[src/pkg/drs_pkg.sv]
// Shared constants for the power supply readback and switch control link.
`default_nettype none
package drs_pkg;
  // Serial frame layout: read/write flag, register address, data word.
  localparam int FRAME_BITS = 24;
  localparam int ADDR_W = 7;
  localparam int DATA_W = 16;
  localparam int FRAME_RW_BIT = 23;
  localparam int FRAME_ADDR_LSB = 16;
  localparam logic [4:0] FRAME_LAST = 5'h17;
  localparam logic [4:0] FRAME_COUNT = 5'h18;

  // Device register offsets.
  localparam logic [6:0] REG_SYS_CTRL = 7'h01;
  localparam logic [6:0] REG_DPS1 = 7'h02;
  localparam logic [6:0] REG_DPS2 = 7'h03;
  localparam logic [6:0] REG_FORCE_X1 = 7'h08;
  localparam logic [6:0] REG_FORCE_M = 7'h09;
  localparam logic [6:0] REG_FORCE_C = 7'h0a;
  localparam logic [6:0] REG_COMP_STATUS = 7'h43;
  localparam logic [6:0] REG_ALARM_STATUS = 7'h44;
  localparam logic [6:0] REG_CPL_X1 = 7'h45;
  localparam logic [6:0] REG_CPL_M = 7'h46;
  localparam logic [6:0] REG_CPL_C = 7'h47;
  localparam logic [6:0] REG_CPH_X1 = 7'h48;
  localparam logic [6:0] REG_CPH_M = 7'h49;
  localparam logic [6:0] REG_CPH_C = 7'h4a;
  localparam int REG_COUNT = 75;

  // Values after reset.
  localparam logic [15:0] RST_ZERO = 16'h0000;
  localparam logic [15:0] RST_X1_ZERO_V = 16'h0000;
  localparam logic [15:0] RST_GAIN_FULL = 16'hffff;
  localparam logic [15:0] RST_OFFSET_ZERO = 16'h8000;
  localparam logic [15:0] RST_CPH_X1 = 16'hffff;

  // Field positions in the control registers.
  localparam int SYS_FORCE_GND_BIT = 0;
  localparam int DPS1_SW_INHIBIT_BIT = 15;
  localparam int DPS1_RANGE_LSB = 10;
  localparam int DPS1_MEASURE_LSB = 4;
  localparam int DPS2_PAIR_BIT = 0;
  localparam int DPS2_GANG_LSB = 1;
  localparam int DPS2_RES_BIT = 3;

  // Alarm sources and status layout.
  localparam int ALARM_N = 5;
  localparam int ALM_TEMP = 0;
  localparam int ALM_KELVIN = 2;
  localparam int ALM_CLAMP = 3;
  localparam int STAT_CPOL_BIT = 5;
  localparam int STAT_CPOH_BIT = 4;

  // Switch positions and closed-switch vector indices.
  localparam logic [1:0] POS_A = 2'h0;
  localparam logic [1:0] POS_B = 2'h1;
  localparam logic [1:0] POS_C = 2'h2;
  localparam logic [1:0] POS_OPEN = 2'h3;
  localparam int SWC_N = 10;
  localparam int SWC_04 = 0;
  localparam int SWC_06 = 1;
  localparam int SWC_07 = 2;
  localparam int SWC_08 = 3;
  localparam int SWC_09 = 4;
  localparam int SWC_11 = 5;
  localparam int SWC_13 = 6;
  localparam int SWC_14 = 7;
  localparam int SWC_15 = 8;
  localparam int SWC_16 = 9;

  // Power-on load time and serial clock half periods, in clk cycles.
  localparam int POR_CYCLES = 64;
  localparam int HALF_WRITE = 2;
  localparam int HALF_READ = 4;

  // Host command port register offsets.
  localparam logic [2:0] HREG_DATA = 3'h0;
  localparam logic [2:0] HREG_CMD = 3'h1;
  localparam logic [2:0] HREG_STATUS = 3'h2;
  localparam logic [2:0] HREG_RX = 3'h3;
endpackage
`default_nettype wire

[src/pkg/drs_if.sv]
// Four-wire serial link with busy flag between host and device.
`default_nettype none
interface drs_if;
  logic sclk;
  logic sync_n;
  logic sdi;
  logic sdo;
  logic busy_n;
  modport device (input sclk, input sync_n, input sdi,
                  output sdo, output busy_n);
  modport host (output sclk, output sync_n, output sdi,
                input sdo, input busy_n);
endinterface
`default_nettype wire

[src/logic/drs_device.sv]
// Device end: register bank, readback path, power-on load, switch decode.
//
// Implementation choice: the plain strobed port.
`default_nettype none
// Summary of operation
// - Every mapped register reads back; calibrated code never.
// - Host read request: flag 1, address, zero data.
// - Requested word shifts out on next transfer.
// - Offsets comparator_alarm_status and alarm_status_and_clear are read-only.
// - Reading alarm_status_and_clear clears latched alarms and pins.
// - DAC code, gain, offset registers read back.
// - Host clocks readback transfers slower than writes.
// - Power-on loads defaults, busy low until done.
// - Reset pin ignored during power-on load.
// - Codes zero volts except comparator high at full scale, gain full, offset mid scale.
// - Reset function restores the power-on defaults.
// - Inhibit selects position c; otherwise gang code 2 selects c, gang code 3 selects b, and the other codes select a.
// - Master gang codes route master output path.
// - Slave gang codes open 5, close 6.
// - Range code sets switches 4, 7, 13-15.
module drs_device
  import drs_pkg::*;
(
  // Clock and reset.
  input wire logic clk_in,
  input wire logic reset_n_in,
  // Serial link.
  drs_if.device link,
  // Pins and analog status.
  input wire logic reset_pin_n_in,
  input wire logic hw_inhibit_n_in,
  input wire logic comp_high_in,
  input wire logic comp_low_in,
  input wire logic [ALARM_N-1:0] alarm_event_in,
  // Switch controls and open-drain alarm pins.
  output logic [1:0] sw01_pos_out,
  output logic [1:0] sw02_pos_out,
  output logic [1:0] sw05_pos_out,
  output logic [SWC_N-1:0] sw_closed_out,
  output logic [2:0] alarm_pin_oe_out,
  output logic [2:0] alarm_pin_out
);
  typedef enum logic {POR_LOAD, POR_READY} drs_por_e;

  localparam int EXT_W = 12;
  logic [EXT_W-1:0] ext_meta_ff;
  logic [EXT_W-1:0] ext_ff;
  logic sclk_prev_ff;
  logic sync_prev_ff;
  drs_por_e state_ff;
  logic [6:0] por_cnt_ff;
  logic busy_n_ff;
  logic [FRAME_BITS-1:0] in_sr_ff;
  logic [FRAME_BITS-1:0] out_sr_ff;
  logic [4:0] bit_cnt_ff;
  logic [15:0] regs_ff [REG_COUNT];
  logic [ALARM_N-1:0] alm_lat_ff;
  logic [ALARM_N-1:0] nxt_alm_lat;
  logic [15:0] rd_value;
  logic [15:0] alarm_word;

  // Default value of each register after power-on or reset function.
  function automatic logic [15:0] reg_default(input int idx);
    case (idx)
      REG_FORCE_M, REG_CPL_M, REG_CPH_M: reg_default = RST_GAIN_FULL;
      REG_FORCE_C, REG_CPL_C, REG_CPH_C: reg_default = RST_OFFSET_ZERO;
      REG_FORCE_X1, REG_CPL_X1: reg_default = RST_X1_ZERO_V;
      REG_CPH_X1: reg_default = RST_CPH_X1;
      default: reg_default = RST_ZERO;
    endcase
  endfunction

  // Two-stage synchroniser for every input from outside the clock domain.
  always_ff @(posedge clk_in or negedge reset_n_in) begin
    if (!reset_n_in) begin
      // Idle levels: reset pin, inhibit pin and frame select high.
      ext_meta_ff <= 12'hc02;
      ext_ff <= 12'hc02;
    end else begin
      ext_meta_ff <= {reset_pin_n_in, hw_inhibit_n_in, comp_high_in,
                      comp_low_in, alarm_event_in, link.sclk,
                      link.sync_n, link.sdi};
      ext_ff <= ext_meta_ff;
    end
  end

  wire logic rst_pin_n = ext_ff[11];
  wire logic hardware_output_inhibit_pin_n = ext_ff[10];
  wire logic cph = ext_ff[9];
  wire logic cpl = ext_ff[8];
  wire logic [ALARM_N-1:0] alm_now = ext_ff[7:3];
  wire logic sclk_s = ext_ff[2];
  wire logic sync_n_s = ext_ff[1];
  wire logic sdi_s = ext_ff[0];
  wire logic sclk_rise = sclk_s && !sclk_prev_ff;
  wire logic sclk_fall = !sclk_s && sclk_prev_ff;
  wire logic sync_rise = sync_n_s && !sync_prev_ff;
  wire logic sync_fall = !sync_n_s && sync_prev_ff;
  wire logic ready = (state_ff == POR_READY);
  wire logic frame_done = sync_rise && ready && (bit_cnt_ff == FRAME_COUNT);
  wire logic f_rw = in_sr_ff[FRAME_RW_BIT];
  wire logic [6:0] f_addr = in_sr_ff[FRAME_ADDR_LSB +: ADDR_W];
  wire logic [15:0] f_data = in_sr_ff[15:0];
  wire logic rd_req = frame_done && f_rw;
  wire logic wr_req = frame_done && !f_rw;

  // Edge history of the synchronised link signals.
  always_ff @(posedge clk_in or negedge reset_n_in) begin
    if (!reset_n_in) begin
      sclk_prev_ff <= 1'b0;
      sync_prev_ff <= 1'b1;
    end else begin
      sclk_prev_ff <= sclk_s;
      sync_prev_ff <= sync_n_s;
    end
  end

  // power-on sequencer; the reset pin only acts once ready.
  always_ff @(posedge clk_in or negedge reset_n_in) begin
    if (!reset_n_in) begin
      state_ff <= POR_LOAD;
      por_cnt_ff <= 7'h00;
      busy_n_ff <= 1'b0;
    end else begin
      case (state_ff)
        POR_LOAD: begin
          por_cnt_ff <= por_cnt_ff + 7'h01;
          if (por_cnt_ff == 7'(POR_CYCLES - 1)) begin
            state_ff <= POR_READY;
          end
        end
        POR_READY: begin
          // reset function re-runs the default load.
          if (!rst_pin_n) begin
            state_ff <= POR_LOAD;
            por_cnt_ff <= 7'h00;
          end
        end
        default: state_ff <= POR_LOAD;
      endcase
      busy_n_ff <= ready && rst_pin_n;
    end
  end

  // Input shift register and bit count, captured on rising serial clock.
  always_ff @(posedge clk_in or negedge reset_n_in) begin
    if (!reset_n_in) begin
      in_sr_ff <= '0;
      bit_cnt_ff <= 5'h00;
    end else if (sync_fall) begin
      bit_cnt_ff <= 5'h00;
    end else if (sclk_rise && !sync_n_s) begin
      in_sr_ff <= {in_sr_ff[FRAME_BITS-2:0], sdi_s};
      if (bit_cnt_ff != FRAME_COUNT) begin
        bit_cnt_ff <= bit_cnt_ff + 5'h01;
      end
    end
  end

  // registers take defaults; read-only offsets not stored.
  always_ff @(posedge clk_in or negedge reset_n_in) begin
    if (!reset_n_in) begin
      for (int i = 0; i < REG_COUNT; i++) begin
        regs_ff[i] <= reg_default(i);
      end
    end else if (!ready) begin
      for (int i = 0; i < REG_COUNT; i++) begin
        regs_ff[i] <= reg_default(i);
      end
    end else if (wr_req && (int'(f_addr) < REG_COUNT) &&
                 (f_addr != REG_COMP_STATUS) &&
                 (f_addr != REG_ALARM_STATUS)) begin
      regs_ff[f_addr] <= f_data;
    end
  end

  // Alarm status word: latched and live bits, low while alarmed.
  always_comb begin
    alarm_word = 16'h0000;
    for (int k = 0; k < ALARM_N; k++) begin
      alarm_word[15 - 2 * k] = !alm_lat_ff[k];
      alarm_word[14 - 2 * k] = !alm_now[k];
    end
    alarm_word[STAT_CPOL_BIT] = cpl;
    alarm_word[STAT_CPOH_BIT] = cph;
  end

  // every mapped register reads back; no calibrated code exists.
  always_comb begin
    rd_value = 16'h0000;
    if (f_addr == REG_ALARM_STATUS) begin
      rd_value = alarm_word;
    end else if (f_addr == REG_COMP_STATUS) begin
      rd_value[STAT_CPOL_BIT] = cpl;
      rd_value[STAT_CPOH_BIT] = cph;
    end else if (int'(f_addr) < REG_COUNT) begin
      rd_value = regs_ff[f_addr];
    end
  end

  // alarm read clears latches; a new event beats the clear.
  always_comb begin
    nxt_alm_lat = alm_lat_ff;
    if (rd_req && (f_addr == REG_ALARM_STATUS)) begin
      nxt_alm_lat = '0;
    end
    if (!ready) begin
      nxt_alm_lat = '0;
    end
    nxt_alm_lat = nxt_alm_lat | alm_now;
  end

  // Latched alarms and the open-drain pins they pull low.
  always_ff @(posedge clk_in or negedge reset_n_in) begin
    if (!reset_n_in) begin
      alm_lat_ff <= '0;
      alarm_pin_oe_out <= 3'h0;
      alarm_pin_out <= 3'h0;
    end else begin
      alm_lat_ff <= nxt_alm_lat;
      alarm_pin_oe_out <= {alm_lat_ff[ALM_CLAMP], alm_lat_ff[ALM_KELVIN],
                           alm_lat_ff[ALM_TEMP]};
      alarm_pin_out <= 3'h0;
    end
  end

  // requested word loads at frame end, shifts out on falling clock.
  always_ff @(posedge clk_in or negedge reset_n_in) begin
    if (!reset_n_in) begin
      out_sr_ff <= '0;
    end else if (rd_req) begin
      out_sr_ff <= {8'h00, rd_value};
    end else if (wr_req) begin
      out_sr_ff <= '0;
    end else if (sclk_fall && !sync_n_s) begin
      out_sr_ff <= {out_sr_ff[FRAME_BITS-2:0], 1'b0};
    end
  end

  assign link.sdo = out_sr_ff[FRAME_BITS-1];
  assign link.busy_n = busy_n_ff;

  wire logic [15:0] sys = regs_ff[REG_SYS_CTRL];
  wire logic [15:0] dps1 = regs_ff[REG_DPS1];
  wire logic [15:0] dps2 = regs_ff[REG_DPS2];
  wire logic [2:0] range = dps1[DPS1_RANGE_LSB +: 3];
  wire logic [1:0] gang = dps2[DPS2_GANG_LSB +: 2];
  wire logic slave = gang[1];

  // Switch decode from the control registers.
  always_ff @(posedge clk_in or negedge reset_n_in) begin
    if (!reset_n_in) begin
      sw01_pos_out <= POS_B;
      sw02_pos_out <= POS_C;
      sw05_pos_out <= POS_A;
      sw_closed_out <= '0;
    end else begin
      // force-ground select, unless a gang slave takes position c.
      sw01_pos_out <= slave ? POS_C :
                      (sys[SYS_FORCE_GND_BIT] ? POS_A : POS_B);
      // inhibit by bit or pin parks the amplifier at position c.
      if (!dps1[DPS1_SW_INHIBIT_BIT] || !hardware_output_inhibit_pin_n) begin
        sw02_pos_out <= POS_C;
      end else begin
        sw02_pos_out <= (gang == 2'h2) ? POS_C :
                        ((gang == 2'h3) ? POS_B : POS_A);
      end
      // master codes route the gang output; slaves open it.
      sw05_pos_out <= slave ? POS_OPEN : (gang[0] ? POS_B : POS_A);
      sw_closed_out[SWC_06] <= slave;
      sw_closed_out[SWC_04] <= (range <= 3'h4);
      sw_closed_out[SWC_07] <= (range <= 3'h4);
      sw_closed_out[SWC_13] <= (range == 3'h6);
      sw_closed_out[SWC_14] <= (range == 3'h5);
      sw_closed_out[SWC_15] <= (range == 3'h5) || (range == 3'h6);
      sw_closed_out[SWC_16] <= (dps1[DPS1_MEASURE_LSB +: 3] != 3'h0);
      sw_closed_out[SWC_08] <= dps2[DPS2_PAIR_BIT];
      sw_closed_out[SWC_09] <= dps2[DPS2_PAIR_BIT];
      sw_closed_out[SWC_11] <= dps2[DPS2_RES_BIT];
    end
  end
endmodule
`default_nettype wire

[src/flat_wrapper.sv]
// flat-port wrapper written by rule: the top's interface ports become plain ports
module drs_device_flat import drs_pkg::*;
  (clk_in, reset_n_in, reset_pin_n_in, hw_inhibit_n_in, comp_high_in, comp_low_in, alarm_event_in, sw01_pos_out, sw02_pos_out, sw05_pos_out, sw_closed_out, alarm_pin_oe_out, alarm_pin_out, link_sclk, link_sync_n, link_sdi, link_sdo, link_busy_n);
  drs_if link_i ();
  input wire logic clk_in;
  input wire logic reset_n_in;
  input wire logic reset_pin_n_in;
  input wire logic hw_inhibit_n_in;
  input wire logic comp_high_in;
  input wire logic comp_low_in;
  input wire logic [ALARM_N-1:0] alarm_event_in;
  output logic [1:0] sw01_pos_out;
  output logic [1:0] sw02_pos_out;
  output logic [1:0] sw05_pos_out;
  output logic [SWC_N-1:0] sw_closed_out;
  output logic [2:0] alarm_pin_oe_out;
  output logic [2:0] alarm_pin_out;
  input wire logic [$bits(link_i.sclk)-1:0] link_sclk;
  input wire logic [$bits(link_i.sync_n)-1:0] link_sync_n;
  input wire logic [$bits(link_i.sdi)-1:0] link_sdi;
  output wire logic [$bits(link_i.sdo)-1:0] link_sdo;
  output wire logic [$bits(link_i.busy_n)-1:0] link_busy_n;
  assign link_i.sclk = link_sclk;
  assign link_i.sync_n = link_sync_n;
  assign link_i.sdi = link_sdi;
  assign link_sdo = link_i.sdo;
  assign link_busy_n = link_i.busy_n;
  drs_device u_core (.clk_in(clk_in), .reset_n_in(reset_n_in), .link(link_i), .reset_pin_n_in(reset_pin_n_in), .hw_inhibit_n_in(hw_inhibit_n_in), .comp_high_in(comp_high_in), .comp_low_in(comp_low_in), .alarm_event_in(alarm_event_in), .sw01_pos_out(sw01_pos_out), .sw02_pos_out(sw02_pos_out), .sw05_pos_out(sw05_pos_out), .sw_closed_out(sw_closed_out), .alarm_pin_oe_out(alarm_pin_oe_out), .alarm_pin_out(alarm_pin_out));
endmodule
[config.mk]
export PLATFORM = sky130hd
export DESIGN_NAME = drs_device_flat
export DESIGN_NICKNAME = d
export VERILOG_FILES = /design/src/pkg/drs_pkg.sv /design/src/pkg/drs_if.sv /design/src/logic/drs_device.sv /design/src/flat_wrapper.sv
export SDC_FILE = /design/constraint.sdc
export NUM_CORES = 2
export LEC_CHECK = 0
export ABC_AREA = 1
export BUFFER_PORTS_ARGS = -buffer_cell sky130_fd_sc_hd__clkbuf_2
export CAP_MARGIN = 5
export CELL_PAD_IN_SITES_DETAIL_PLACEMENT = 1
export CELL_PAD_IN_SITES_GLOBAL_PLACEMENT = 2
export CORE_ASPECT_RATIO = 0.7
export CORE_MARGIN = 3
export CORE_UTILIZATION = 39
export DETAILED_ROUTE_END_ITERATION = 6
export PLACE_DENSITY = 0.84
export SLEW_MARGIN = 25
export SYNTH_ARGS = -nofsm -noshare
export SYNTH_HDL_FRONTEND = slang
export SYNTH_SLANG_ARGS = --single-unit
[constraint.sdc]
create_clock -name clk_in -period 3 [get_ports clk_in]
set_input_delay 0.15 -clock clk_in [delete_from_list [all_inputs] [get_ports clk_in]]
set_output_delay 0.15 -clock clk_in [all_outputs]
set_load 0.01 [all_outputs]
==> impl_results.md <==
- Synthesized cell area: 63100 um^2
- Via Count: 55500
- Placed cell count: 9456
- CP Data Required Time: 3680 ps
- Core Rows: 122
- Cell mode on critical path: nand2_1
- Sequential cell area: 32800 um^2
- Slowest-stage cell, CP: o21ai_0
- Switching part of the total: 0.304
- Count of cell types in the netlist: 50
- Max-cap violation count: 0
- Worst-Margin Slew: 1020 ps
- Reg power frac: 0.417
- Tot Pwr: 43.3 mW
- Routed Antenna Nets: 0
- Setup Fix Bufs, Post-CTS: 0
- Worst-path clk slew: 70 ps
- Peak supply drop: 0.509 mV
- Skew final: 27.6 ps
- Adder-Cell Fraction of Synth Area: 0.000595
- Final Net Count: 7533
- Slowest stage delay, CP: 590 ps
- Prevailing post-synth register cell: dfrtp_1
- CTS max path bufs: 3
- Synth Area in Compound Gates: 0.136
- CTS buffer count: 140
- Grt ovf: 0
- Die ar.: 167000 um^2
- Crit start category: flip-flop
- Area of the multi-input gates: 25800 um^2
- Largest family of logic cells by synthesized area: simple AND/OR/NAND/NOR gates
- Status: completed
- # clock sinks: 1308
- CTS tree: yes
- DRT iter0 DRCs: 5162
- Ys async rst share: 1.00
- Cell Int Power: 30.2 mW
- Port bufs: 34
- Lkg Pwr: 31.8 nW
- FMAX: 347 MHz
- Global-route wire length before repair: 348000 um
- Detailed placer's ending HPWL: 136000 um
- Power per cell area: 613 nW/um^2
- Vias per inst: 5.70
- Clk_lat worst skew: 790 ps
- Final slew viol count: 0
- Hold Violations, Final: 0
- Clock network fraction of total power: 0.419
- RSZ-0062 raised after global routing: false
- Post-Synth Simple-Gate Area: 0.269
- Post-synth EDFFs: 0
- Switching power: 13.2 mW
- XOR/XNOR Fraction of Synth Area: 0
- Hold Path Class: input pin to async pin
- GPL Wtd Cong: 0.870
- Post-route minimum period: 2880 ps
- Gate power share: 0.164
- Largest net degree at the start of global routing: 180
- Post-Layout Cell Count: 9738
- I/O pins: 38
- Die height: 343 um
- # H-tree levels: 4
- 1st-pass router iterations: 5
- CP delay by family, top: simple AND/OR/NAND/NOR gates
- Final period util: 0.960
- DR WL/cell: 23.0 um
- Register area share after synthesis: 0.520
- Mapped Cells: 7744
- Initial antenna violation count: 8
- Final Setup Violations: 0
- Total GRT Usage: 0.267
- CP endpoint kind: flip-flop
- Final Util: 0.444
- Layout fillers: 18900
- Layout cells sized above 1: 0.105
- Post-synthesis mux area share: 0
- Core ar.: 159000 um^2
- Mean Syn Cell Area: 8.15 um^2
- Kind of critical path: flip-flop to flip-flop
- Synth warnings: 0
- Routed WL: 224000 um
- Vias in the first global route: 56100
- Critical Path AT: 3550 ps
- CP Max Fanout: 33
- Count of state elements after synthesis: 1308
- CP cell instances: buf_12 -> buf_4 -> nand2_1 -> nand2_1 -> nand2_1 -> nand2_1 -> nand2_1 -> nand2_1 -> nand2_1 -> nand2_1 -> o21ai_0 -> nand3_1 -> nand2_1 -> a21oi_1
- Initial Util: 0.396
- Final setup TNS: 0 ps
- Clk root buf: clkbuf_16
- Slew margin rel.: 0.319
- Layout overhead on the synthesized area: 12.0%
- Chip width: 487 um
- Bufs and invs on worst path: 2
- Remaining DRCs: 0
registers in the layout (all words and copies together), names as in the netlist, 2 cells and up:
register / flops
u_core.ext_meta_ff: 12
u_core.dps2: 16
u_core.ext_ff: 12
u_core.sw_closed_out: 8
u_core.alm_lat_ff: 5
u_core.alarm_pin_oe_out: 3
u_core.dps1: 16
u_core.por_cnt_ff: 7
u_core.bit_cnt_ff: 5
u_core.regs_ff: 1152
u_core.sys: 16
u_core.out_sr_ff: 24
u_core.in_sr_ff: 24
u_core.sw02_pos_out: 2
layout make-up:
| type | instances | area share |
|---|---|---|
| antenna | 3 | 0.000106 |
| clock buffer | 202 | 0.0592 |
| clock inverter | 51 | 0.00752 |
| inverter | 220 | 0.0119 |
| multi-input combinational | 5496 | 0.365 |
| sequential | 1308 | 0.465 |
| tap | 2108 | 0.0373 |
| timing repair buffer | 350 | 0.0546 |
cells in the mapped netlist (2+ instances only):
master       n  area (um^2)
a211oi_1     6         45.0
a21oi_1    173          866
a22o_1       5         43.8
a22oi_1     14          105
a31oi_1     47          294
buf_1      126          473
buf_12       5          100
buf_2      134          671
buf_4       17          128
buf_6      114         1280
clkbuf_1   324         1220
clkinv_1     2         7.51
dfrtp_1   1232        30800
dfstp_2     76         2000
ha_1         3         37.5
inv_1      207          777
inv_2       10         37.5
nand2_1   2158         8100
nand3_1   1186         5940
nand3_4     49          858
nand4_1     23          144
nor2_1     374         1400
nor2_2      10         62.6
nor2_4       7         78.8
nor3_1      11         55.1
nor4_1       3         18.8
o211ai_1    77          578
o21a_1      12         90.1
o21ai_0    470         2350
o21ai_1    796         3980
o21ai_2     21          184
or2_2       34          213
path summary, 6_finish.rpt:
path	startpoint	to	slack, ps	cells past startpoint
max	u_core.in_sr_ff[16]	u_core.out_sr_ff[8]	120	14
min	reset_n_in	u_core.regs_ff[373]	210	3
min reg2reg	u_core.ext_meta_ff[10]	u_core.ext_ff[10]	350	0
min in group clk_in	u_core.ext_meta_ff[10]	u_core.ext_ff[10]	350	0
max reg2reg	u_core.in_sr_ff[16]	u_core.out_sr_ff[8]	120	14
max in group asynchronous	reset_n_in	u_core.regs_ff[671]	1940	4
power by group through the flow:
stage | logic (mW) | registers [mW] | clock network [mW]
finish | 7.12 | 18.1 | 18.1
global route | 7.65 | 18.1 | 19.3
CTS | 7.10 | 18.1 | 18.5
detailed placement | 7.03 | 18.4 | 0
global placement | 7.00 | 18.4 | 0
floorplan | 3.58 | 18.2 | 0
timing repair:
item / in CTS / in global routing
hold buffers: 26 / 0
setup endpoints to repair: 0 / 66
endpoints found under the hold margin: 1010 / 0
gates resized for setup: 0 / 3
worst min-delay path: stages:
cell           delay [ps]
dlygate4sd3_1         580
buf_12                290
buf_16                310
cells by family (layout without fill, tap and decap cells):
family / after synthesis / after routing
AND/OR/NAND/NOR: 3863 / 3863
AO/OA/AOI/OAI: 1627 / 1627
flip-flops: 1308 / 1308
buffers and inverters: 942 / 823
adder cells (fa/ha/maj): 3 / 3
other: 1 / 6
through the flow:
stage | instance area, um^2 | setup WS [ps] | hold WS (ps)
5_1_grt | 70700 | 14.1 | 233
2_1_floorplan | 63100 | 790 | -146
6_report | 70700 | 121 | 207
3_5_place_dp | 65700 | 183 | 138
4_1_cts | 70700 | 174 | 189
3_3_place_gp | 65700 | 211 | 137
per-layer routing:
layer | vias up | global-route usage | routed length, um
met2 | 1479 | 0.394 | 95900
met4 | 2 | 0.0706 | 4770
li1 | 25400 | - | -
met5 | - | 0 | 17
met1 | 28400 | 0.402 | 108000
met3 | 275 | 0.0496 | 15100
cells in the final DEF (no fill, tap or decap), drive strengths merged:
cell | netlist | routed
dfstp | 76 | 76
dlygate4sd3 | 0 | 25
o21ai | 1287 | 1287
or2 | 34 | 34
a22o | 5 | 5
nand2 | 2160 | 2160
clkbuf | 325 | 235
dfrtp | 1232 | 1232
a22oi | 14 | 14
nand4 | 24 | 24
a21boi | 1 | 1
or3 | 1 | 1
o41ai | 1 | 1
and2 | 1 | 1
diode | 0 | 3
buf | 397 | 292
conb | 1 | 3
nand3 | 1235 | 1235
o21bai | 1 | 1
a31oi | 47 | 47
nor2 | 392 | 392
nor3 | 13 | 13
clkinv | 2 | 36
nor4 | 3 | 3
a21oi | 174 | 174
o22ai | 1 | 1
a211oi | 6 | 6
inv | 218 | 222
ha | 3 | 3
bufinv | 0 | 9
a41oi | 1 | 1
o21a | 12 | 12
clkinvlp | 0 | 4
o211ai | 77 | 77
(Power assumes the default switching activity.)
